<file path="config.mk">
export PLATFORM = sky130hd
export DESIGN_NAME = cbk_scheduler
export DESIGN_NICKNAME = d
export VERILOG_FILES = /design/src/verilog/cbk_pkg.sv /design/src/verilog/cbk_scheduler.sv /design/src/verilog/sec_timer.sv
export SDC_FILE = /design/constraint.sdc
export NUM_CORES = 1
export LEC_CHECK = 0
export BUFFER_PORTS_ARGS = -buffer_cell sky130_fd_sc_hd__buf_2
export CAP_MARGIN = 10
export CORE_AREA = 2 2 167 169
export CTS_CLUSTER_SIZE = 12
export DETAILED_ROUTE_END_ITERATION = 10
export DIE_AREA = 0 0 169 171
export PLACE_DENSITY = 0.52
export SLEW_MARGIN = 20
export SYNTH_ARGS = -nofsm -noshare
export SYNTH_HDL_FRONTEND = slang
export SYNTH_SLANG_ARGS = --single-unit
</file>
<file path="constraint.sdc">
create_clock -name CLK -period 4.15 [get_ports CLK]
set_input_delay 0.415 -clock CLK [delete_from_list [all_inputs] [get_ports CLK]]
set_output_delay 0.415 -clock CLK [all_outputs]
set_load 0.01 [all_outputs]
</file>
<file path="src/verilog/cbk_pkg.sv">
// package: constants, settings layout and modes for the checkback scheduler
package cbk_pkg;
  localparam int unsigned CLK_HZ = 125_000_000;
  localparam int unsigned TICKS_PER_SEC = CLK_HZ;
  localparam int unsigned MOMENTARY_SEC = 5;
  localparam int unsigned RECOVER_PULSE_SEC = 1;
  localparam int unsigned RECOVER_PASSES = 3;
  localparam logic [4:0] RETRY_RESET = 5'h03;
  localparam logic [4:0] RETRY_MAX = 5'h14;
  localparam logic [5:0] LOOP_MIN = 6'h04;
  localparam logic [5:0] LOOP_MAX = 6'h3C;
  localparam logic [5:0] LOOP_RESET = 6'h0A;
  localparam logic [4:0] WIN_MIN = 5'h01;
  localparam logic [4:0] WIN_MAX = 5'h18;
  localparam logic [4:0] WIN_RESET = 5'h03;
  localparam logic [4:0] PERIOD_RESET = 5'h04;
  localparam logic [5:0] RECPER_RESET = 6'h0F;
  localparam logic [4:0] SYNC_HOUR = 5'h00;
  localparam logic [5:0] SYNC_MIN = 6'h1E;
  localparam logic [4:0] TIME_RESET = 5'h01;
  localparam int unsigned NUM_USER = 3;
  localparam int unsigned NUM_TIMES = 4;

  typedef enum logic [2:0] {
    FN_DELAY = 3'h0,
    FN_TESTING = 3'h1,
    FN_PASS = 3'h2,
    FN_RECOVER = 3'h3,
    FN_DISABLE = 3'h4
  } user_fn_t;

  typedef enum logic [3:0] {
    SET_MAJOR = 4'h0,
    SET_MINOR = 4'h1,
    SET_USTATE = 4'h2,
    SET_UDEF = 4'h3,
    SET_SEALED = 4'h4,
    SET_RETRY = 4'h5,
    SET_LOWPWR = 4'h6,
    SET_TIME = 4'h7,
    SET_PERIOD = 4'h8,
    SET_LOOP = 4'h9,
    SET_RECPER = 4'hA,
    SET_WINDOW = 4'hB,
    SET_SYNC = 4'hC,
    SET_AUTO = 4'hD,
    SET_RECEN = 4'hE,
    SET_TIMED = 4'hF
  } set_sel_t;

  // one configuration write: selector, index for arrayed settings, value
  typedef struct packed {
    set_sel_t sel;
    logic [1:0] idx;
    logic [7:0] value;
  } set_cmd_t;

  // time of day from the clock outside
  typedef struct packed {
    logic [4:0] hour;
    logic [5:0] minute;
    logic [5:0] second;
  } tod_t;
endpackage

</file>
<file path="src/verilog/cbk_scheduler.sv">
// checkback scheduler: configuration, test scheduling, recovery, loopback and outputs
`timescale 1ns/1ns
// How it works
// - a new password is accepted whatever the selector position.
// - other settings change only with the selector at custom; else rejected.
// - major and minor relays each have a selectable contact polarity.
// - each of three user outputs has its own polarity, independent of function.
// - each user output monitors one of five functions.
// - delayed alarm sets when recovery window expires without recovery.
// - test in progress is active only on the initiator, whole test.
// - successful test sets after this module initiated and passed a test.
// - successful recovery pulses for one second on leaving recovery.
// - auto-disabled output is active while auto tests are off.
// - alarms are sealed, or momentary for five seconds.
// - a failed message retries up to the count, then logs a comms error.
// - retry count resets to 3, accepts 0 to 20, 0 means no retries.
// - with low power on, a reduced-power test precedes the full test.
// - four hour settings launch tests at hour start, deferred if busy.
// - duplicated hour settings give only one test for that hour.
// - periodic interval is whole hours; zero is rejected.
// - loopback keys carrier for 4 to 60 s, by command or switch.
// - after a failure, tests repeat at the recovery period in minutes.
// - three consecutive passes end recovery and resume normal scheduling.
// - window 1 to 24 hours; no recovery within it sets delayed alarm.
// - with sync enabled the master starts clock sync at 12:30 a.m.
// - with auto off, no scheduled tests (recovery retests still launch when not busy) and no nightly sync.
// - recovery only on master with recovery enabled; manual passes count.
// - a setting picks periodic or timed scheduling.
module cbk_scheduler
  import cbk_pkg::*;
#(
  parameter int unsigned SEC_TICKS = TICKS_PER_SEC
) (
  input wire logic CLK,
  input wire logic SRST,
  input wire logic CUSTOM_SEL,
  input wire logic IS_MASTER,
  input wire cbk_pkg::tod_t TOD,
  input wire logic SET_VALID,
  input wire cbk_pkg::set_cmd_t SET_CMD,
  input wire logic PWD_VALID,
  output logic SET_ACCEPT,
  output logic SET_REJECT,
  output logic PWD_ACCEPT,
  input wire logic MANUAL_TEST,
  input wire logic LOOP_CMD,
  input wire logic LOOP_SWITCH,
  input wire logic BUSY,
  input wire logic TEST_DONE,
  input wire logic TEST_PASS,
  input wire logic MSG_DONE,
  input wire logic MSG_OK,
  input wire logic MAJOR_EVENT,
  input wire logic MINOR_EVENT,
  input wire logic CLEAR_ALARMS,
  output logic TEST_START,
  output logic TEST_LOWPWR,
  output logic MSG_RETRY,
  output logic COMM_ERROR,
  output logic CARRIER_KEY,
  output logic SYNC_START,
  output logic MAJOR_RELAY,
  output logic MINOR_RELAY,
  output logic [NUM_USER-1:0] USER_OUT
);
  import cbk_pkg::*;

  // ==========================================================
  // one-second enable
  logic [$clog2(SEC_TICKS+1)-1:0] div_q;
  logic sec_en;
  always_ff @(posedge CLK) begin
    if (SRST || div_q == ($bits(div_q))'(SEC_TICKS - 1)) begin
      div_q <= '0;
    end else begin
      div_q <= div_q + 1'b1;
    end
  end
  assign sec_en = (div_q == ($bits(div_q))'(SEC_TICKS - 1));

  // ==========================================================
  // configuration settings
  logic major_close_q, minor_close_q, sealed_q, lowpwr_q, sync_en_q, auto_en_q, rec_en_q, timed_q;
  logic [NUM_USER-1:0] ustate_q;
  user_fn_t udef_q [NUM_USER];
  logic [4:0] retry_q, period_q, window_q;
  logic [5:0] loop_q, recper_q;
  logic [4:0] time_q [NUM_TIMES];
  logic val_ok;

  function automatic logic in_range(input logic [7:0] v, input logic [7:0] lo, input logic [7:0] hi);
    return (v >= lo) && (v <= hi);
  endfunction

  always_comb begin
    case (SET_CMD.sel)
      SET_UDEF: val_ok = in_range(SET_CMD.value, 8'h00, 8'h04);
      SET_RETRY: val_ok = in_range(SET_CMD.value, 8'h00, {3'h0, RETRY_MAX});
      SET_TIME: val_ok = in_range(SET_CMD.value, 8'h00, 8'h17);
      SET_PERIOD: val_ok = in_range(SET_CMD.value, 8'h01, 8'h1F);
      SET_LOOP: val_ok = in_range(SET_CMD.value, {2'h0, LOOP_MIN}, {2'h0, LOOP_MAX});
      SET_RECPER: val_ok = in_range(SET_CMD.value, 8'h01, 8'h3F);
      SET_WINDOW: val_ok = in_range(SET_CMD.value, {3'h0, WIN_MIN}, {3'h0, WIN_MAX});
      SET_USTATE: val_ok = (SET_CMD.idx < 2'(NUM_USER));
      default: val_ok = 1'b1;
    endcase
    if (SET_CMD.sel == SET_UDEF && SET_CMD.idx >= 2'(NUM_USER)) begin
      val_ok = 1'b0;
    end
  end

  logic set_we;
  assign set_we = SET_VALID && CUSTOM_SEL && val_ok;
  assign SET_ACCEPT = set_we;
  assign SET_REJECT = SET_VALID && !set_we;
  assign PWD_ACCEPT = PWD_VALID;

  always_ff @(posedge CLK) begin
    if (SRST) begin
      major_close_q <= 1'b1;
      minor_close_q <= 1'b1;
      sealed_q <= 1'b1;
      lowpwr_q <= 1'b0;
      sync_en_q <= 1'b0;
      auto_en_q <= 1'b1;
      rec_en_q <= 1'b0;
      timed_q <= 1'b0;
      ustate_q <= '1;
      retry_q <= RETRY_RESET;
      period_q <= PERIOD_RESET;
      window_q <= WIN_RESET;
      loop_q <= LOOP_RESET;
      recper_q <= RECPER_RESET;
      for (int i = 0; i < NUM_USER; i++) begin
        udef_q[i] <= FN_TESTING;
      end
      for (int i = 0; i < NUM_TIMES; i++) begin
        time_q[i] <= TIME_RESET;
      end
    end else if (set_we) begin
      case (SET_CMD.sel)
        SET_MAJOR: major_close_q <= SET_CMD.value[0];
        SET_MINOR: minor_close_q <= SET_CMD.value[0];
        SET_USTATE: ustate_q[SET_CMD.idx] <= SET_CMD.value[0];
        SET_UDEF: udef_q[SET_CMD.idx] <= user_fn_t'(SET_CMD.value[2:0]);
        SET_SEALED: sealed_q <= SET_CMD.value[0];
        SET_RETRY: retry_q <= SET_CMD.value[4:0];
        SET_LOWPWR: lowpwr_q <= SET_CMD.value[0];
        SET_TIME: time_q[SET_CMD.idx] <= SET_CMD.value[4:0];
        SET_PERIOD: period_q <= SET_CMD.value[4:0];
        SET_LOOP: loop_q <= SET_CMD.value[5:0];
        SET_RECPER: recper_q <= SET_CMD.value[5:0];
        SET_WINDOW: window_q <= SET_CMD.value[4:0];
        SET_SYNC: sync_en_q <= SET_CMD.value[0];
        SET_AUTO: auto_en_q <= SET_CMD.value[0];
        SET_RECEN: rec_en_q <= SET_CMD.value[0];
        SET_TIMED: timed_q <= SET_CMD.value[0];
        default: ;
      endcase
    end
  end

  // ==========================================================
  // test sequencing: optional low-power pass, then full power
  typedef enum logic [2:0] {
    T_IDLE = 3'b001,
    T_LOW = 3'b010,
    T_FULL = 3'b100
  } test_st_t;
  test_st_t tst_q;
  logic sched_req, launch, test_fin, test_ok;
  assign launch = (tst_q == T_IDLE) && !BUSY && (MANUAL_TEST || sched_req);
  assign TEST_START = launch || ((tst_q == T_LOW) && TEST_DONE);
  assign TEST_LOWPWR = launch && lowpwr_q;
  always_ff @(posedge CLK) begin
    if (SRST) begin
      tst_q <= T_IDLE;
    end else begin
      case (tst_q)
        T_IDLE: if (launch) tst_q <= lowpwr_q ? T_LOW : T_FULL;
        T_LOW: if (TEST_DONE) tst_q <= T_FULL;
        T_FULL: if (TEST_DONE) tst_q <= T_IDLE;
        default: tst_q <= T_IDLE;
      endcase
    end
  end
  assign test_fin = (tst_q == T_FULL) && TEST_DONE;
  assign test_ok = test_fin && TEST_PASS;

  // ==========================================================
  // automatic scheduling: timed hours or periodic hours
  logic hour_edge, hour_match, pend_q, deliver;
  logic [4:0] hours_q;
  assign hour_edge = sec_en && TOD.minute == 6'h00 && TOD.second == 6'h00;
  always_comb begin
    hour_match = 1'b0;
    // one flag per hour, so equal entries collapse into one test
    for (int i = 0; i < NUM_TIMES; i++) begin
      hour_match = hour_match | (time_q[i] == TOD.hour);
    end
  end
  always_ff @(posedge CLK) begin
    if (SRST) begin
      hours_q <= '0;
    end else if (hour_edge) begin
      hours_q <= (hours_q + 1'b1 >= period_q) ? 5'h00 : hours_q + 1'b1;
    end
  end
  logic rec_q, rec_due;
  logic sched_hit;
  assign sched_hit = hour_edge && auto_en_q && !rec_q &&
    (timed_q ? hour_match : (5'(hours_q + 1'b1) >= period_q));
  assign sched_req = pend_q;
  assign deliver = launch && !MANUAL_TEST;
  always_ff @(posedge CLK) begin
    if (SRST) begin
      pend_q <= 1'b0;
    end else if (sched_hit || rec_due) begin
      pend_q <= 1'b1; // busy carrier defers it; with auto off it is dropped
    end else if (deliver || !auto_en_q) begin
      pend_q <= 1'b0;
    end
  end

  // ==========================================================
  // carrier recovery
  logic [1:0] pass_cnt_q;
  logic [11:0] rec_min_q;
  logic [5:0] sec_cnt_q;
  logic win_expired, rec_ok_pulse, win_run;
  logic delayed_q;
  always_ff @(posedge CLK) begin
    if (SRST) begin
      sec_cnt_q <= '0;
    end else if (sec_en) begin
      sec_cnt_q <= (sec_cnt_q == 6'h3B) ? 6'h00 : sec_cnt_q + 1'b1;
    end
  end
  logic min_en;
  assign min_en = sec_en && sec_cnt_q == 6'h3B;
  always_ff @(posedge CLK) begin
    if (SRST || !rec_q || rec_due) begin
      rec_min_q <= '0;
    end else if (min_en) begin
      rec_min_q <= rec_min_q + 1'b1;
    end
  end
  assign rec_due = rec_q && min_en && (rec_min_q + 1'b1 >= 12'(recper_q));
  logic rec_enter;
  assign rec_enter = test_fin && !TEST_PASS && !rec_q && IS_MASTER && rec_en_q;
  assign rec_ok_pulse = rec_q && test_ok && pass_cnt_q == 2'(RECOVER_PASSES - 1);
  sec_timer #(.W(17)) u_window (
    .clk(CLK),
    .srst(SRST),
    .sec_en(sec_en),
    .load(rec_enter || rec_ok_pulse),
    .load_val(rec_enter ? 17'(window_q * 3600) : 17'h0_0000),
    .running(win_run),
    .expired(win_expired)
  );
  always_ff @(posedge CLK) begin
    if (SRST) begin
      rec_q <= 1'b0;
    end else if (rec_enter) begin
      rec_q <= 1'b1;
    end else if (rec_ok_pulse || win_expired) begin
      rec_q <= 1'b0;
    end
  end
  always_ff @(posedge CLK) begin
    if (SRST || rec_enter) begin
      pass_cnt_q <= '0;
    end else if (rec_q && test_fin) begin
      pass_cnt_q <= TEST_PASS ? pass_cnt_q + 1'b1 : 2'h0; // manual tests count too
    end
  end
  always_ff @(posedge CLK) begin
    if (SRST) begin
      delayed_q <= 1'b0;
    end else if (rec_q && win_expired) begin
      delayed_q <= 1'b1; // set wins over a clear in the same cycle
    end else if (rec_enter || CLEAR_ALARMS) begin
      delayed_q <= 1'b0;
    end
  end

  // ==========================================================
  // message retries
  logic [4:0] tries_q;
  always_ff @(posedge CLK) begin
    if (SRST || (MSG_DONE && (MSG_OK || tries_q >= retry_q))) begin
      tries_q <= '0;
    end else if (MSG_DONE) begin
      tries_q <= tries_q + 1'b1;
    end
  end
  assign MSG_RETRY = MSG_DONE && !MSG_OK && tries_q < retry_q;
  assign COMM_ERROR = MSG_DONE && !MSG_OK && tries_q >= retry_q;

  // ==========================================================
  // loopback keying and nightly sync
  logic loop_run, loop_start;
  assign loop_start = (LOOP_CMD || LOOP_SWITCH) && !loop_run;
  sec_timer #(.W(6)) u_loop (
    .clk(CLK),
    .srst(SRST),
    .sec_en(sec_en),
    .load(loop_start),
    .load_val(loop_q),
    .running(loop_run),
    .expired()
  );
  always_ff @(posedge CLK) begin
    if (SRST) begin
      CARRIER_KEY <= 1'b0;
    end else begin
      CARRIER_KEY <= loop_start || loop_run;
    end
  end
  always_ff @(posedge CLK) begin
    if (SRST) begin
      SYNC_START <= 1'b0;
    end else begin
      SYNC_START <= sec_en && IS_MASTER && sync_en_q && auto_en_q && TOD.hour == SYNC_HOUR &&
        TOD.minute == SYNC_MIN && TOD.second == 6'h00;
    end
  end

  // ==========================================================
  // status flags and contact outputs
  logic pass_q, recov_run, major_q, minor_q, mom_run_maj, mom_run_min;
  always_ff @(posedge CLK) begin
    if (SRST) begin
      pass_q <= 1'b0;
    end else if (test_ok) begin
      pass_q <= 1'b1;
    end else if (launch) begin
      pass_q <= 1'b0;
    end
  end
  sec_timer #(.W(3)) u_recov (
    .clk(CLK), .srst(SRST), .sec_en(sec_en), .load(rec_ok_pulse),
    .load_val(3'(RECOVER_PULSE_SEC + 1)), .running(recov_run), .expired()
  );
  // momentary timers are one second longer so the first partial second never shortens them
  sec_timer #(.W(3)) u_mom_maj (
    .clk(CLK), .srst(SRST), .sec_en(sec_en), .load(MAJOR_EVENT),
    .load_val(3'(MOMENTARY_SEC + 1)), .running(mom_run_maj), .expired()
  );
  sec_timer #(.W(3)) u_mom_min (
    .clk(CLK), .srst(SRST), .sec_en(sec_en), .load(MINOR_EVENT),
    .load_val(3'(MOMENTARY_SEC + 1)), .running(mom_run_min), .expired()
  );
  always_ff @(posedge CLK) begin
    if (SRST) begin
      major_q <= 1'b0;
      minor_q <= 1'b0;
    end else begin
      major_q <= MAJOR_EVENT || (major_q && !CLEAR_ALARMS && (sealed_q || mom_run_maj));
      minor_q <= MINOR_EVENT || (minor_q && !CLEAR_ALARMS && (sealed_q || mom_run_min));
    end
  end
  // a closing contact reads 1; polarity inverts when the setting asks to open
  always_ff @(posedge CLK) begin
    if (SRST) begin
      MAJOR_RELAY <= 1'b0;
      MINOR_RELAY <= 1'b0;
    end else begin
      MAJOR_RELAY <= major_close_q ? major_q : !major_q;
      MINOR_RELAY <= minor_close_q ? minor_q : !minor_q;
    end
  end
  logic [4:0] fn_vec;
  assign fn_vec = {!auto_en_q, recov_run, pass_q, tst_q != T_IDLE, delayed_q};
  for (genvar g = 0; g < NUM_USER; g++) begin : g_user
    always_ff @(posedge CLK) begin
      if (SRST) begin
        USER_OUT[g] <= 1'b0;
      end else begin
        USER_OUT[g] <= ustate_q[g] ? fn_vec[udef_q[g]] : !fn_vec[udef_q[g]];
      end
    end
  end

  // ==========================================================
  // checks
  property p_reject;
    @(posedge CLK) disable iff (SRST) (SET_VALID && !CUSTOM_SEL) |-> SET_REJECT && !SET_ACCEPT;
  endproperty
  a_reject: assert property (p_reject) else $error("setting taken outside custom");
  property p_pwd;
    @(posedge CLK) disable iff (SRST) PWD_VALID |-> PWD_ACCEPT;
  endproperty
  a_pwd: assert property (p_pwd) else $error("password refused");
  property p_comm;
    @(posedge CLK) disable iff (SRST) COMM_ERROR |-> MSG_DONE && !MSG_OK && !MSG_RETRY;
  endproperty
  a_comm: assert property (p_comm) else $error("comm error with retry pending");
  property p_loop;
    @(posedge CLK) disable iff (SRST) $rose(loop_run) |-> ##1 CARRIER_KEY;
  endproperty
  a_loop: assert property (p_loop) else $error("carrier not keyed in loopback");
  property p_low;
    @(posedge CLK) disable iff (SRST) (launch && lowpwr_q) |=> tst_q == T_LOW;
  endproperty
  a_low: assert property (p_low) else $error("low power test skipped");
  property p_rec_exit;
    @(posedge CLK) disable iff (SRST) rec_ok_pulse |=> !rec_q ##0 recov_run;
  endproperty
  a_rec_exit: assert property (p_rec_exit) else $error("recovery not ended on three passes");
  property p_fail_clr;
    @(posedge CLK) disable iff (SRST) (rec_q && test_fin && !TEST_PASS) |=> pass_cnt_q == 2'h0;
  endproperty
  a_fail_clr: assert property (p_fail_clr) else $error("pass count kept after fail");
  property p_delay;
    @(posedge CLK) disable iff (SRST) (rec_q && win_expired && !CLEAR_ALARMS) |=> delayed_q && !rec_q;
  endproperty
  a_delay: assert property (p_delay) else $error("delayed alarm missing");
  property p_sync_auto;
    @(posedge CLK) disable iff (SRST) SYNC_START |-> $past(auto_en_q) && $past(sync_en_q);
  endproperty
  a_sync_auto: assert property (p_sync_auto) else $error("sync sent with auto off");
  property p_retry_max;
    @(posedge CLK) disable iff (SRST) retry_q <= RETRY_MAX;
  endproperty
  a_retry_max: assert property (p_retry_max) else $error("retry count above limit");
  property p_win_run;
    @(posedge CLK) disable iff (SRST) rec_q |-> win_run;
  endproperty
  a_win_run: assert property (p_win_run) else $error("recovery without a running window");
endmodule // cbk_scheduler

</file>
<file path="src/verilog/sec_timer.sv">
// down-counter in seconds, stepped by a one-second enable
`timescale 1ns/1ns
module sec_timer #(
  parameter int unsigned W = 16
) (
  input wire logic clk,
  input wire logic srst,
  input wire logic sec_en,
  input wire logic load,
  input wire logic [W-1:0] load_val,
  output logic running,
  output logic expired
);
  logic [W-1:0] cnt_q;
  always_ff @(posedge clk) begin
    if (srst) begin
      cnt_q <= '0;
    end else if (load) begin
      cnt_q <= load_val;
    end else if (sec_en && cnt_q != '0) begin
      cnt_q <= cnt_q - 1'b1;
    end
  end
  assign running = (cnt_q != '0);
  assign expired = sec_en && (cnt_q == {{(W-1){1'b0}}, 1'b1}) && !load;
endmodule // sec_timer

</file>
### After elaboration in Yosys (flattened, before gate mapping)

Memory sizes are Yosys's and may differ from the RTL's.
Index checks and enable logic that the tools add are counted.

| operators by class | value |
|---|---|
| reduce and logical (&&, ||, !) cells | 129 |
| $mul | 1 |
| magnitude comparators | 21 |
| bitwise logic cells | 3 |
| muxes and demuxes | 60 |
| $add $sub $neg | 11 |
| eq/ne operators | 31 |

Operator list:

| operator | count |
|---|---|
| $logic_and 1x1->1 | 57 |
| $mux 17 | 3 |
| $eq 4x4->1 const B | 8 |
| $le 8x5->1 const B | 4 |
| $mux 1 | 31 |
| $reduce_and 2->1 | 14 |
| $add 27x1->27 const B | 1 |
| $eq 27x27->1 const B | 1 |
| $mux 3 | 9 |
| $eq 5x5->1 | 4 |
| $logic_or 1x1->1 | 19 |
| $mux 6 | 3 |
| $reduce_bool 2->1 | 9 |
| $eq 17x1->1 const B | 1 |
| $reduce_bool 17->1 | 1 |
| $sub 17x1->17 const B | 1 |
| $eq 4x3->1 const B | 4 |
| $ge 8x1->1 const B | 2 |
| $le 8x6->1 const B | 2 |
| $logic_not 1->1 | 15 |
| $mul 5x8->13 const B | 1 |
| $add 12x1->12 const B | 1 |
| $ge 12x6->1 | 1 |
| $logic_not 6->1 | 2 |
| other kinds (40) | 62 |

| storage, ports and cells | value |
|---|---|
| logic and storage cells | 300 |
| memories kept | 2 |
| output and inout port bits | 14 |
| memory bits (writable) | 29 |
| bits in registers | 143 |

Memory list:

| memory | depth | width | rd ports | clocked after memory_dff | write ports | line | source |
|---|---|---|---|---|---|---|---|
| time_q | 4 | 5 | 4 | 0 | 4 | cbk_scheduler.sv:88 | `logic [4:0] time_q [NUM_TIMES];` |
| udef_q | 3 | 3 | 3 | 0 | 3 | cbk_scheduler.sv:85 | `user_fn_t udef_q [NUM_USER];` |

### Longest topological paths before layout

Gate-level depths: netlist of the first run.

| depth | value |
|---|---|
| word-level depth | 12 |
| mapped depth | 11 |
| depth with buffers taken out | 11 |

### Hierarchy

From an unflattened synthesis of the first run, not the netlist that was laid out.

| second synthesis, totals | value |
|---|---|
| cells, all modules | 1,078 |
| area, all modules | 9,883.2 sq um |

Modules (own cells, without submodules):

| module | sequential area each (sq um) | instances | cells an instance | area each (sq um) |
|---|---|---|---|---|
| cbk_scheduler | 3,093.0 | 1 | 818 | 7,656.1 |
| sec_timer (u_window) | 340.3 | 1 | 138 | 1,151.1 |
| sec_timer (u_mom_maj ...) | 60.1 | 3 | 24 | 220.2 |
| sec_timer (u_loop) | 120.1 | 1 | 50 | 415.4 |

### Least setup slack after synthesis of the first run

OpenSTA, ideal clock, no wires.

| timing | value |
|---|---|
| path kind | register to register |
| start point | reg window_q[3] |
| end point | reg u_window.cnt_q[16] |
| stages on the path, launching flop included | 10 |
| setup slack | 1.584 ns |
| buffers on the path | 0 |
| period minus slack after synthesis | 2.566 ns |
| library setup time | 0.124 ns |
| arrival time | 2.443 ns |
| path through | dfxtp_1 > fa_1 > ha_1 > ha_1 > ha_1 > a21oi_1 > o21bai_1 > a21oi_1 > xnor2_1 > o22ai_1 |

| on the way | value |
|---|---|
| cells in the longest elaborated chain, start to end | 3 |

Ends and longest elaborated chain:

| element | line | source |
|---|---|---|
| start: declaration | cbk_scheduler.sv:86 | `logic [4:0] retry_q, period_q, window_q;` |
| start signal: assignment | cbk_scheduler.sv:153 | `SET_WINDOW: window_q <= SET_CMD.value[4:0];` |
| $mul 5x8->13 | cbk_scheduler.sv:257 | `.load_val(rec_enter ? 17'(window_q * 3600) : 17'h0_0000),` |
| $mux 17 | cbk_scheduler.sv:257 |  |
| $mux 17 | sec_timer.sv:18 | `end else if (load) begin` |
| end signal: assignment | sec_timer.sv:19 | `cnt_q <= load_val;` |
| end signal: assignment | sec_timer.sv:21 | `cnt_q <= cnt_q - 1'b1;` |
| end: declaration | sec_timer.sv:14 | `logic [W-1:0] cnt_q;` |

No other way between the ends.
A chain may end at the register's enable or synchronous reset.

### Worst setup path in the final report of the first run

| timing | value |
|---|---|
| start point | reg div_q[13] |
| end point | reg rec_min_q[5] |

| on the way | value |
|---|---|
| cells in the longest elaborated chain, start to end | 5 |

Ends and longest elaborated chain:

| element | line | source |
|---|---|---|
| start: declaration | cbk_scheduler.sv:70 | `logic [$clog2(SEC_TICKS+1)-1:0] div_q;` |
| start signal: assignment | cbk_scheduler.sv:76 | `div_q <= div_q + 1'b1;` |
| $eq 27x27->1 * | cbk_scheduler.sv:79 | `assign sec_en = (div_q == ($bits(div_q))'(SEC_TICKS - 1));` |
| $logic_and 1x1->1 * | cbk_scheduler.sv:240 | `assign min_en = sec_en && sec_cnt_q == 6'h3B;` |
| $logic_and 1x1->1 (2 in series) | cbk_scheduler.sv:248 | `assign rec_due = rec_q && min_en && (rec_min_q + 1'b1 >= 12'(recper_q));` |
| $logic_or 1x1->1 | cbk_scheduler.sv:242 | `if (SRST \|\| !rec_q \|\| rec_due) begin` |
| end signal: assignment | cbk_scheduler.sv:245 | `rec_min_q <= rec_min_q + 1'b1;` |
| end: declaration | cbk_scheduler.sv:228 | `logic [11:0] rec_min_q;` |

Mark *: on every way between the ends. The rest lies on a longest branch, timed or not.

==> results of run 1 <==
==> registers in the layout, summed over array words and instances (netlist names), 2 cells and up <==
signal,cells
pass_cnt_q,2
period_q,5
time_q,20
sec_cnt_q,6
u_loop.cnt_q,6
loop_q,6
recper_q,6
window_q,5
u_mom_min.cnt_q,3
rec_min_q,12
udef_q,9
u_mom_maj.cnt_q,3
tries_q,5
div_q,27
ustate_q,3
retry_q,5
USER_OUT,3
u_window.cnt_q,17
hours_q,5
tst_q,3
u_recov.cnt_q,3
==> Yosys cell counts, types with 9 or more instances <==
cell type / instances / area [um^2]
a211oi_1: 10 / 75.1
a21oi_1: 60 / 300
a31o_2: 9 / 78.8
and3_1: 33 / 206
clkbuf_1: 35 / 131
dfxtp_1: 143 / 2860
edfxtp_1: 29 / 871
ha_1: 49 / 613
inv_1: 48 / 180
mux2i_1: 17 / 170
nand2_1: 88 / 330
nand2b_1: 10 / 62.6
nand3_1: 51 / 255
nand4_1: 26 / 163
nor2_1: 112 / 420
nor2b_1: 12 / 75.1
nor3_1: 57 / 285
nor4_1: 18 / 113
o211ai_1: 11 / 82.6
o21ai_0: 21 / 105
xnor2_1: 45 / 394
xor2_1: 34 / 298
==> layout make-up <==
type | instances | area [um^2]
inverter | 50 | 188
tap | 346 | 433
fill | 2825 | 16900
timing repair buffer | 65 | 343
clock inverter | 15 | 146
clock buffer | 17 | 425
multi-input combinational | 798 | 5170
sequential | 172 | 3730
==> layer usage <==
layer,vias to the layer above,global-route usage (%)
met5,-,0
met3,16,2.91
met4,0,4.01
met1,3668,23.5
li1,3907,-
met2,168,27.5
==> kinds of logic (layout without fill, tap and decap cells) <==
family	after synthesis	in the layout	share of synthesized area (%)
XOR/XNOR	79	79	7.43
adder cells (fa/ha/maj)	52	52	7.23
flip-flops	172	172	40.1
AND/OR/NAND/NOR	466	466	25.8
buffers and inverters	100	147	4.33
AO/OA/AOI/OAI	182	182	13.0
multiplexers	19	19	2.07
==> cell usage in the layout (no fill, tap or decap), types with 8 or more instances in the layout <==
cell         n
mux2i_1     17
o21ai_0     21
a31o_2       9
and3_1      33
ha_1        49
inv_1       48
a21oi_1     60
nor2_1     112
xor2_1      34
nand2_1     88
edfxtp_1    29
nor3b_1      8
nand3_1     51
dfxtp_1    143
nor4_1      18
a211oi_1    10
nor2b_1     12
o211ai_1    11
nand2b_1    10
xnor2_1     45
nor3_1      57
buf_2       58
nand4_1     26
clkbuf_16   17
a21o_1       8
==> worst max path at each step <==
stage | from | to | cells past startpoint
2_1_floorplan | window_q[3] | u_window.cnt_q[16] | 9
3_3_place_gp | div_q[13] | rec_min_q[5] | 6
3_5_place_dp | div_q[13] | rec_min_q[2] | 6
4_1_cts | div_q[13] | rec_min_q[5] | 6
5_1_grt | div_q[13] | rec_min_q[5] | 6
6_report | div_q[13] | rec_min_q[5] | 6
==> through the flow <==
step / setup WS [ns] / hold slack (ns) / util (%) / std cells / power (W)
floorplan: 1.58 / 0.432 / - / 1070 / 0.00194
global placement: 1.09 / 0.449 / 36.1 / 1431 / 0.00203
detailed placement: 1.04 / 0.449 / 36.1 / 1431 / 0.00203
CTS: 1.02 / 0.137 / 38.2 / 1463 / 0.00361
global route: 0.874 / 0.140 / 38.2 / 1463 / 0.00372
finish: 1.01 / 0.147 / 38.2 / 1463 / 0.00359
==> where the power goes <==
| part | internal [W] | switching (W) |
|---|---|---|
| Combinational | 0.0000857 | 0.000159 |
| Clock | 0.000802 | 0.000792 |
| Sequential | 0.00173 | 0.0000223 |
==> worst max-delay path: stages (launching register included) <==
cell	delay, ns
dfxtp_1	0.37
or4b_2	0.68
nor4_1	0.66
nand4_1	0.72
nor4_1	0.40
nand3_1	0.12
o211ai_1	0.11
==> qor.log, run 1 <==
[clock_network] number of buffers inserted during clock tree synthesis 17
[clock_network] clock tree from TritonCTS built
[run_status] result of the run completed
[hold_path] worst-case hold path end point u_mom_maj.cnt_q[0]
[placement] Final GP Congestion 0.777
[sta] pin slew with the least headroom to its limit 0.973 ns
[sta] RSZ-0062 raised after global routing no
[sta] minimum clock period after layout 3.14 ns
[sta] endpoints failing setup 0
[sta] setup TNS 0 ns
[clock_network] total setup buffers inserted after CTS 0
[clock_network] source-to-sink clock delay at the later pin of the worst-skew pair 0.44 ns
[synthesis] syn avg cell area 8.70 um^2
[layout] Layout area overhead 12.2%
[global_route] initial antenna violation count 0
[sta] Max Clk Rate 318 MHz
[die] die area 0.0289 mm^2
[global_route] vias in the first global route 7383
[die] effective utilization at floorplan 34.1%
[layout] n_diodes 0
[synthesis] EDFF count, synth 29
[worst_setup_path] endpoint class of the critical path register
[power] power per unit of standard cell area 344 mW/mm^2
[synthesis] synthesized instance count 1070
[power] P_leak 4.03 nW
[routing] number of nets with antenna violations after detailed routing 0
[clock_network] hold buffer count at CTS 0
[worst_setup_path] category of the critical setup timing path reg -> reg
[layout] final instance area 0.0104 mm^2
[worst_setup_path] setup slack of the most critical reg-to-reg path 1.01 ns
[worst_setup_path] data arrival time of the critical path 3.50 ns
[routing] highest layer used for signal routing met4
[clock_network] clock-pin transition on the worst setup and hold timing paths 0.08 ns
[global_route] overflow left after global routing 0
[clock_network] post-cts repair resize count 0
[placement] sum of net half-perimeters after detailed placement 16600 um
[routing] final wirelength 23700 um
[routing] average detailed-routed wire length per instance 16.2 um
[worst_setup_path] r2r worst-path depth 6
[die] standard cell core area 0.0273 mm^2
[die] Die Span X 169 um
[synthesis] number of warnings reported in the yosys synthesis log 0
[synthesis] Syn Nets 1170
[worst_setup_path] type of element launching the critical path register
[routing] number of iterations in the first detailed-routing pass 5
[synthesis] async set-or-reset flop fraction in the synthesized netlist 0%
[hold_path] worst hold path stage count 2
[worst_setup_path] required arrival time at the worst endpoint 4.51 ns
[worst_setup_path] largest driver fanout on the critical path 15
[routing] met3 WL 897 um
[sta] crit share post-route 75.7%
[synthesis] post-synth cell types 77
[routing] Met1 Routed Length 11800 um
[sta] worst-case headroom to the max-slew limit 34.6%
[placement] post-placement cell area 0.00987 mm^2
[layout] fraction of final layout cells sized beyond drive strength 1 11.4%
[routing] starting DRC count in detailed routing 495
[placement] number of I/O port buffers 59
[hold_path] beginning of the worst hold path MAJOR_EVENT
[clock_network] maximum root-to-sink buffer count 2
[worst_setup_path] worst reg2reg endpoint rec_min_q[5]
[die] top-level I/O count 62
[synthesis] proportion of synthesized chip area in sequential cells 40.1%
[clock_network] clk root buf clkbuf_16
[routing] met2 wire length 10800 um
[clock_network] clk sinks 172
[layout] Final Net Count 1204
[sta] final hold vios 0
[routing] vias 7759
[global_route] largest net degree at the start of global routing 53
[flow_run] max-cap viol count 0
[die] number of rows in the core area 61
[die] DIE HEIGHT 171 um
[sta] final max-slew violation count 0
[clock_network] maximum level of the CTS H-tree 4
[synthesis] top_reg_cell synth dfxtp_1
[global_route] All-Layer GR Usage 16.9%
[routing] Vias/cell 5.30
[global_route] wire length of the first global-routing pass 39000 um
[routing] post-detailed-route DRC marker count 0
[power] worst-case vdd ir drop 0.342 mV
[synthesis] synthesized flop and latch total 172
[sta] final worst clock skew 0.0109 ns
[synthesis] area of the mapped netlist 0.00931 mm^2
[hold_path] worst min path class in -> reg
[worst_setup_path] reg-to-reg startpoint div_q[13]
Note: power is estimated with default switching activity, not from simulation.
==> run 2, diff against run 1 <==
--- a/config.mk
+++ b/config.mk
@@ -11,7 +11,7 @@
 export CTS_CLUSTER_SIZE = 12
 export DETAILED_ROUTE_END_ITERATION = 10
 export DIE_AREA = 0 0 169 171
-export PLACE_DENSITY = 0.52
+export PLACE_DENSITY = 0.54
 export SLEW_MARGIN = 20
 export SYNTH_ARGS = -nofsm -noshare
 export SYNTH_HDL_FRONTEND = slang
==> constraint.sdc (replaced) <==
create_clock -name CLK -period 2.65 [get_ports CLK]
set_input_delay 0.265 -clock CLK [delete_from_list [all_inputs] [get_ports CLK]]
set_output_delay 0.265 -clock CLK [all_outputs]
set_load 0.01 [all_outputs]
==> run 2 against run 1 <==
  * Non-clock buffer count grew 37
  * Largest cell class unchanged
  * Combinational power grew 64%
  * Final area increased by 3.1%
  * Clock skew up 0.0028 ns
  * Clock-buffer cell count grew 3
  * Via count increased by 1.1%
  * Hold slack worse by 0.11 ns
  * Register-to-register slack got worse by 0.92 ns
  * Sequential cell count stayed put
==> qor.log, run 2 (synthesized netlist as in run 1, its figures left out) <==
[die] die area 0.0289 mm^2 [unchanged]
[sta] crit share post-route 96.6% [+21 points]
[worst_setup_path] Worst Path Buf+Inv 0 [unchanged]
[hold_path] worst hold path stage count 2 [unchanged]
[placement] Post-Place Worst Slack -0.0118 ns [-1.05 ns]
[routing] number of iterations in the first detailed-routing pass 6 [+1]
[sta] minimum clock period after layout 2.56 ns [-0.583 ns]
[clock_network] clk root buf clkbuf_16
[layout] registers with the most flip-flops div_q: 27 flops, time_q: 20 flops, u_window.cnt_q: 17 flops
[worst_setup_path] required arrival time at the worst endpoint 2.95 ns [-1.56 ns]
[layout] largest reg by FF count div_q
[hold_path] worst min path class in -> reg
[routing] number of nets with antenna violations after detailed routing 0 [unchanged]
[layout] number of flip-flops in the largest register 27 [unchanged]
[worst_setup_path] Crit path max-delay family adder cells
[worst_setup_path] setup slack of the most critical reg-to-reg path 0.09 ns [-0.92 ns]
[routing] Vias/cell 5.23 [-1.4%]
[routing] average detailed-routed wire length per instance 15.9 um [-2.0%]
[die] top-level I/O count 62 [unchanged]
[sta] Max Clk Rate 391 MHz [+23%]
[run_status] result of the run completed
[power] Final Power 0.00568 W [+58%]
[layout] n_diodes 0 [unchanged]
[worst_setup_path] Critical-path top delay cell fa_1
[clock_network] source-to-sink clock delay at the later pin of the worst-skew pair 0.43 ns [about the same]
[die] number of rows in the core area 61 [unchanged]
[layout] Layout area overhead 15.6%
[clock_network] clock tree from TritonCTS built
[sta] hold slack 0.0376 ns [-0.110 ns]
[power] power per unit of standard cell area 528 mW/mm^2 [+54%]
[power] Pint 0.00425 W [+63%]
[worst_setup_path] endpoint class of the critical path register
[layout] leading cell type in the layout, fill and taps excluded dfxtp_1
[global_route] wire length of the first global-routing pass 38700 um [-0.62%]
[power] switching share of power 25.1% [-2.0 points]
[worst_setup_path] r2r worst-path depth 9 [+3]
[clock_network] maximum level of the CTS H-tree 4 [unchanged]
[sta] final max-slew violation count 0 [unchanged]
[flow_run] max-cap viol count 0 [unchanged]
[worst_setup_path] Top cell by count, worst path ha_1
[clock_network] clk sinks 172 [unchanged]
[worst_setup_path] type of element launching the critical path register
[die] Die Span X 169 um [unchanged]
[sta] final hold vios 0 [unchanged]
[power] worst-case vdd ir drop 0.410 mV [+20%]
[worst_setup_path] worst path cell trace fa_1 > ha_1 > ha_1 > ha_4 > a21oi_2 > o21bai_1 > a21oi_1 > xnor2_1 > o22ai_1
[worst_setup_path] reg-to-reg startpoint window_q[2]
[hold_path] worst-case hold path end point u_mom_min.cnt_q[0]
[power] power share of the clock group 44.8% [+0.3 points]
[sta] worst-case headroom to the max-slew limit 43.4% [+8.9 points]
[die] standard cell core area 0.0273 mm^2 [unchanged]
[layout] core occupancy in the finished layout 39.4% [+1.2 points]
[global_route] All-Layer GR Usage 16.8% [-0.19 points]
[clock_network] clock-pin transition on the worst setup and hold timing paths 0.07 ns [about the same]
[hold_path] beginning of the worst hold path MINOR_EVENT
[clock_network] number of buffers inserted during clock tree synthesis 17 [unchanged]
[worst_setup_path] largest incremental delay on the critical path 0.48 ns [-0.24 ns]
[worst_setup_path] data arrival time of the critical path 2.86 ns [-0.64 ns]
[layout] fraction of final layout cells sized beyond drive strength 1 14.5% [+3.1 points]
[routing] post-detailed-route DRC marker count 0 [unchanged]
[layout] commonest non-fill, non-tap cells in the layout dfxtp_1, nor2_1, nand2_1
[worst_setup_path] largest driver fanout on the critical path 5 [-10]
[global_route] largest net degree at the start of global routing 49 [-7.5%]
[clock_network] maximum root-to-sink buffer count 2 [unchanged]
[global_route] initial antenna violation count 0 [unchanged]
[routing] vias 7844 [+1.1%]
[placement] Final GP Congestion 0.798 [+2.7%]
[sta] worst setup margin 0.0910 ns [-0.917 ns]
[power] P_leak 4.22 nW [+4.7%]
[layout] Final Net Count 1241 [+3.1%]
[power] logic gate share of total power 7.0% [+0.2 points]
[worst_setup_path] category of the critical setup timing path reg -> reg
[global_route] overflow left after global routing 0 [unchanged]
[routing] final wirelength 23800 um [+0.46%]
[die] effective utilization at floorplan 34.1% [unchanged]
[placement] number of I/O port buffers 59 [unchanged]
[routing] starting DRC count in detailed routing 534 [+7.9%]
[worst_setup_path] worst reg2reg endpoint u_window.cnt_q[16]
[sta] final worst clock skew 0.0137 ns [+0.00275 ns]
[worst_setup_path] start point of the critical path window_q[2]
[die] DIE HEIGHT 171 um [unchanged]
[sta] pin slew with the least headroom to its limit 0.841 ns [-0.132 ns]
[power] switching power of the nets 0.00143 W [+47%]
[placement] sum of net half-perimeters after detailed placement 17300 um [+3.7%]
[clock_network] total setup buffers inserted after CTS 0 [unchanged]
[sta] endpoints failing setup 0 [unchanged]
[global_route] vias in the first global route 7439 [+0.76%]
[power] register share of total power 48.2% [-0.5 points]
==> run 2: how the worst max path moves through the flow <==
stage,to,slack [ns],cells past startpoint
2_1_floorplan,u_window.cnt_q[16],0.08,9
3_3_place_gp,u_window.cnt_q[14],0.02,9
3_5_place_dp,u_window.cnt_q[16],-0.01,9
4_1_cts,u_window.cnt_q[16],0.04,9
5_1_grt,u_window.cnt_q[16],-0.01,9
6_report,u_window.cnt_q[16],0.09,9
==> run 2: final cells by class <==
class                      count  area, um^2
tap                          346         433
fill                        2829       16600
multi-input combinational    798        5190
sequential                   172        3730
clock inverter                12         124
clock buffer                  20         468
timing repair buffer         102         623
inverter                      50         188
==> run 2: through the flow <==
| stage | cell area [um^2] | TNS (ns) | cells |
|---|---|---|---|
| 3_5_place_dp | 10100 | -0.0118 | 1467 |
| 3_3_place_gp | 10100 | 0 | 1467 |
| 6_report | 10800 | 0 | 1500 |
| 2_1_floorplan | 9310 | 0 | 1070 |
| 4_1_cts | 10700 | 0 | 1500 |
| 5_1_grt | 10800 | -0.0214 | 1500 |
==> run 2: power groups by stage <==
stage	Clock [W]	Combinational, W	Sequential, W
floorplan	0	0.000249	0.00279
global placement	0	0.000394	0.00280
detailed placement	0	0.000399	0.00280
CTS	0.00260	0.000402	0.00274
global route	0.00272	0.000444	0.00275
finish	0.00254	0.000400	0.00274
==> run 2: timing repair <==
action,CTS,global route
setup endpoints to repair,1,3
endpoints found under the hold margin,1,0
hold buffers,1,0
cloned,0,0
pin swaps,0,1
gates resized for setup,2,3
==> run 2: per-layer routing <==
layer  wire length (um)  up-vias  GRT usage, %
li1                   -     3985             -
met4                203        0          3.75
met3                919       16          3.49
met1              11700     3702          23.0
met5                  0        -             0
met2              11000      141          27.2
==> run 3, diff against run 2 <==
--- a/config.mk
+++ b/config.mk
@@ -5,13 +5,15 @@
 export SDC_FILE = /design/constraint.sdc
 export NUM_CORES = 1
 export LEC_CHECK = 0
-export BUFFER_PORTS_ARGS = -buffer_cell sky130_fd_sc_hd__buf_2
+export BUFFER_PORTS_ARGS = -buffer_cell sky130_fd_sc_hd__clkbuf_2
 export CAP_MARGIN = 10
+export CELL_PAD_IN_SITES_DETAIL_PLACEMENT = 0
+export CELL_PAD_IN_SITES_GLOBAL_PLACEMENT = 1
 export CORE_AREA = 2 2 167 169
 export CTS_CLUSTER_SIZE = 12
 export DETAILED_ROUTE_END_ITERATION = 10
 export DIE_AREA = 0 0 169 171
-export PLACE_DENSITY = 0.54
+export PLACE_DENSITY = 0.66
 export SLEW_MARGIN = 20
 export SYNTH_ARGS = -nofsm -noshare
 export SYNTH_HDL_FRONTEND = slang
==> run 3 against run 2 <==
  * Global-route usage is 0.22 points higher
  * Critical path depth is 1 higher
  * Highest routed layer unchanged
  * Power hardly changed
  * Critical path type unchanged
  * Clock power hardly changed
  * Sequential cell count stayed put
  * Register-to-register slack better by 0.04 ns
  * Sequential share of layout area is 0.16 points lower
  * Largest cell class unchanged
  * First-iteration DRC count is 2.4% higher
  * Hold slack worse by 0.017 ns
  * Routed wire length is 0.11% lower
  * Combinational power hardly changed
  * Final cell count is 0.40% higher
==> qor.log, run 3 (synthesized netlist as in run 1, its figures left out) <==
[clock_network] clk sinks 172 [unchanged]
[sta] Max Clk Rate 396 MHz [+1.4%]
[layout] multi-input combinational cell area 0.00519 mm^2 [unchanged]
[clock_network] clk root buf clkbuf_16
[placement] Post-Place Worst Slack 0.0139 ns [+0.0257 ns]
[layout] Final Net Count 1247 [+0.48%]
[global_route] largest net degree at the start of global routing 41 [-16%]
[placement] number of I/O port buffers 59 [unchanged]
[sta] final worst clock skew 0.0116 ns [-0.00207 ns]
[routing] starting DRC count in detailed routing 547 [+2.4%]
[global_route] All-Layer GR Usage 17.0% [+0.22 points]
[worst_setup_path] largest incremental delay on the critical path 0.35 ns [-0.13 ns]
[die] number of rows in the core area 61 [unchanged]
[power] P_leak 4.25 nW [+0.81%]
[worst_setup_path] worst path cell trace ha_1 > ha_1 > ha_1 > ha_1 > a21o_1 > a21oi_2 > xnor2_1 > o22ai_1 > a21oi_1 > nor3_1
[worst_setup_path] r2r worst-path depth 10 [+1]
[layout] number of filler cells placed in the layout 2793 [-1.3%]
[sta] final hold vios 0 [unchanged]
[sta] pin slew with the least headroom to its limit 0.725 ns [-0.116 ns]
[clock_network] clock tree from TritonCTS built
[routing] post-detailed-route DRC marker count 0 [unchanged]
[global_route] wire length of the first global-routing pass 39100 um [+1.1%]
[worst_setup_path] data arrival time of the critical path 2.83 ns [-0.03 ns]
[sta] setup TNS 0 ns [unchanged]
[global_route] overflow left after global routing 0 [unchanged]
[routing] Vias/cell 5.18 [-0.89%]
[sta] hold slack 0.0208 ns [-0.0168 ns]
[die] die area 0.0289 mm^2 [unchanged]
[worst_setup_path] Critical-path top delay cell dfxtp_2
[clock_network] source-to-sink clock delay at the later pin of the worst-skew pair 0.44 ns [about the same]
[global_route] initial antenna violation count 0 [unchanged]
[worst_setup_path] largest driver fanout on the critical path 5 [unchanged]
[hold_path] worst hold path stage count 2 [unchanged]
[routing] final wirelength 23800 um [-0.11%]
[layout] Layout area overhead 16.2%
[hold_path] worst min path class in -> reg
[layout] commonest non-fill, non-tap cells in the layout dfxtp_1, nor2_1, nand2_1
[power] Final Power 0.00568 W [about the same]
[placement] Final GP Congestion 0.800 [+0.31%]
[run_status] result of the run completed
[sta] minimum clock period after layout 2.52 ns [-0.0365 ns]
[clock_network] clock-pin transition on the worst setup and hold timing paths 0.07 ns [about the same]
[worst_setup_path] required arrival time at the worst endpoint 2.96 ns [about the same]
[die] Die Span X 169 um [unchanged]
[layout] registers with the most flip-flops div_q: 27 flops, time_q: 20 flops, u_window.cnt_q: 17 flops
[sta] worst setup margin 0.127 ns [+0.0365 ns]
[layout] post-route non-filler standard cell count 1506 [+0.40%]
[layout] largest reg by FF count div_q
[die] DIE HEIGHT 171 um [unchanged]
[power] power per unit of standard cell area 525 mW/mm^2 [-0.47%]
[layout] fraction of final layout cells sized beyond drive strength 1 15.1% [+0.61 points]
[layout] leading cell type in the layout, fill and taps excluded dfxtp_1
[flow_run] max-cap viol count 0 [unchanged]
[sta] RSZ-0062 raised after global routing yes
[clock_network] maximum root-to-sink buffer count 2 [unchanged]
[layout] sequential cell area in the final layout 0.00374 mm^2 [about the same]
[sta] crit share post-route 95.2% [-1.4 points]
[worst_setup_path] type of element launching the critical path register
[sta] final max-slew violation count 0 [unchanged]
[power] worst-case vdd ir drop 0.414 mV [+0.88%]
[routing] average detailed-routed wire length per instance 15.8 um [-0.51%]
[clock_network] maximum level of the CTS H-tree 4 [unchanged]
[sta] endpoints failing setup 0 [unchanged]
[routing] number of iterations in the first detailed-routing pass 5 [-1]
[global_route] vias in the first global route 7408 [-0.42%]
[worst_setup_path] endpoint class of the critical path register
[die] top-level I/O count 62 [unchanged]
[die] effective utilization at floorplan 34.1% [unchanged]
[layout] n_diodes 0 [unchanged]
[sta] worst-case headroom to the max-slew limit 51.5% [+8.0 points]
[layout] number of flip-flops in the largest register 27 [unchanged]
[placement] sum of net half-perimeters after detailed placement 17600 um [+2.3%]
[worst_setup_path] category of the critical setup timing path reg -> reg
[clock_network] number of buffers inserted during clock tree synthesis 17 [unchanged]
[worst_setup_path] Top cell by count, worst path ha_1
[routing] vias 7805 [-0.50%]
[placement] placed cell count 1474 [+0.48%]
[routing] number of nets with antenna violations after detailed routing 0 [unchanged]
[die] standard cell core area 0.0273 mm^2 [unchanged]
[clock_network] hold buffer count at CTS 0 [-1]
## run 3: worst paths after layout
path	start	endpoint	slack, ns
min reg2reg	period_q[3]	period_q[3]	0.46
min	MINOR_EVENT	u_mom_min.cnt_q[0]	0.02
max	window_q[2]	u_window.cnt_q[14]	0.13
max reg2reg	window_q[2]	u_window.cnt_q[14]	0.13
## run 3: power by group
group          switching, W  total (W)  internal (W)
Combinational      0.000247   0.000398      0.000151
Clock               0.00114    0.00254       0.00140
Sequential        0.0000360    0.00274       0.00270
Total               0.00142    0.00568       0.00426
## run 3: area by class of cell
type | instances | area share, %
multi-input cells | 798 | 48.0
flip-flops and latches | 172 | 34.5
repair buffers | 108 | 6.27
well taps | 346 | 4.00
clock buffers | 17 | 3.93
inverters | 50 | 1.73
clock inverters | 15 | 1.52
## run 3: routing by layer
| layer | part of all wire [%] | global-route usage [%] | wire length [um] |
|---|---|---|---|
| met5 | 0 | 0 | 0 |
| met4 | 1.7 | 5.13 | 408 |
| met3 | 2.8 | 3.15 | 660 |
| met2 | 45 | 27.1 | 10600 |
| met1 | 51 | 23.3 | 12100 |
## run 3: metrics by stage
step	utilization (%)	cell area (um^2)
floorplan	-	9310
global placement	37.3	10200
detailed placement	37.3	10200
CTS	39.5	10800
global route	39.6	10800
finish	39.6	10800
## run 3: critical path, delay by kind of cell, from the launching register on
| kind | cells | cell delay, ns |
|---|---|---|
| simple gates | 1 | 0.05 |
| compound gates | 4 | 0.63 |
| fa+ha+maj | 4 | 1.19 |
| flops | 1 | 0.35 |
| xor+xnor | 1 | 0.16 |
## run 3: timing repair
item / in CTS / in global routing
setup endpoints to repair: 2 / 3
setup buffers: 0 / 0
pin swaps: 0 / 2
gates resized for setup: 1 / 5
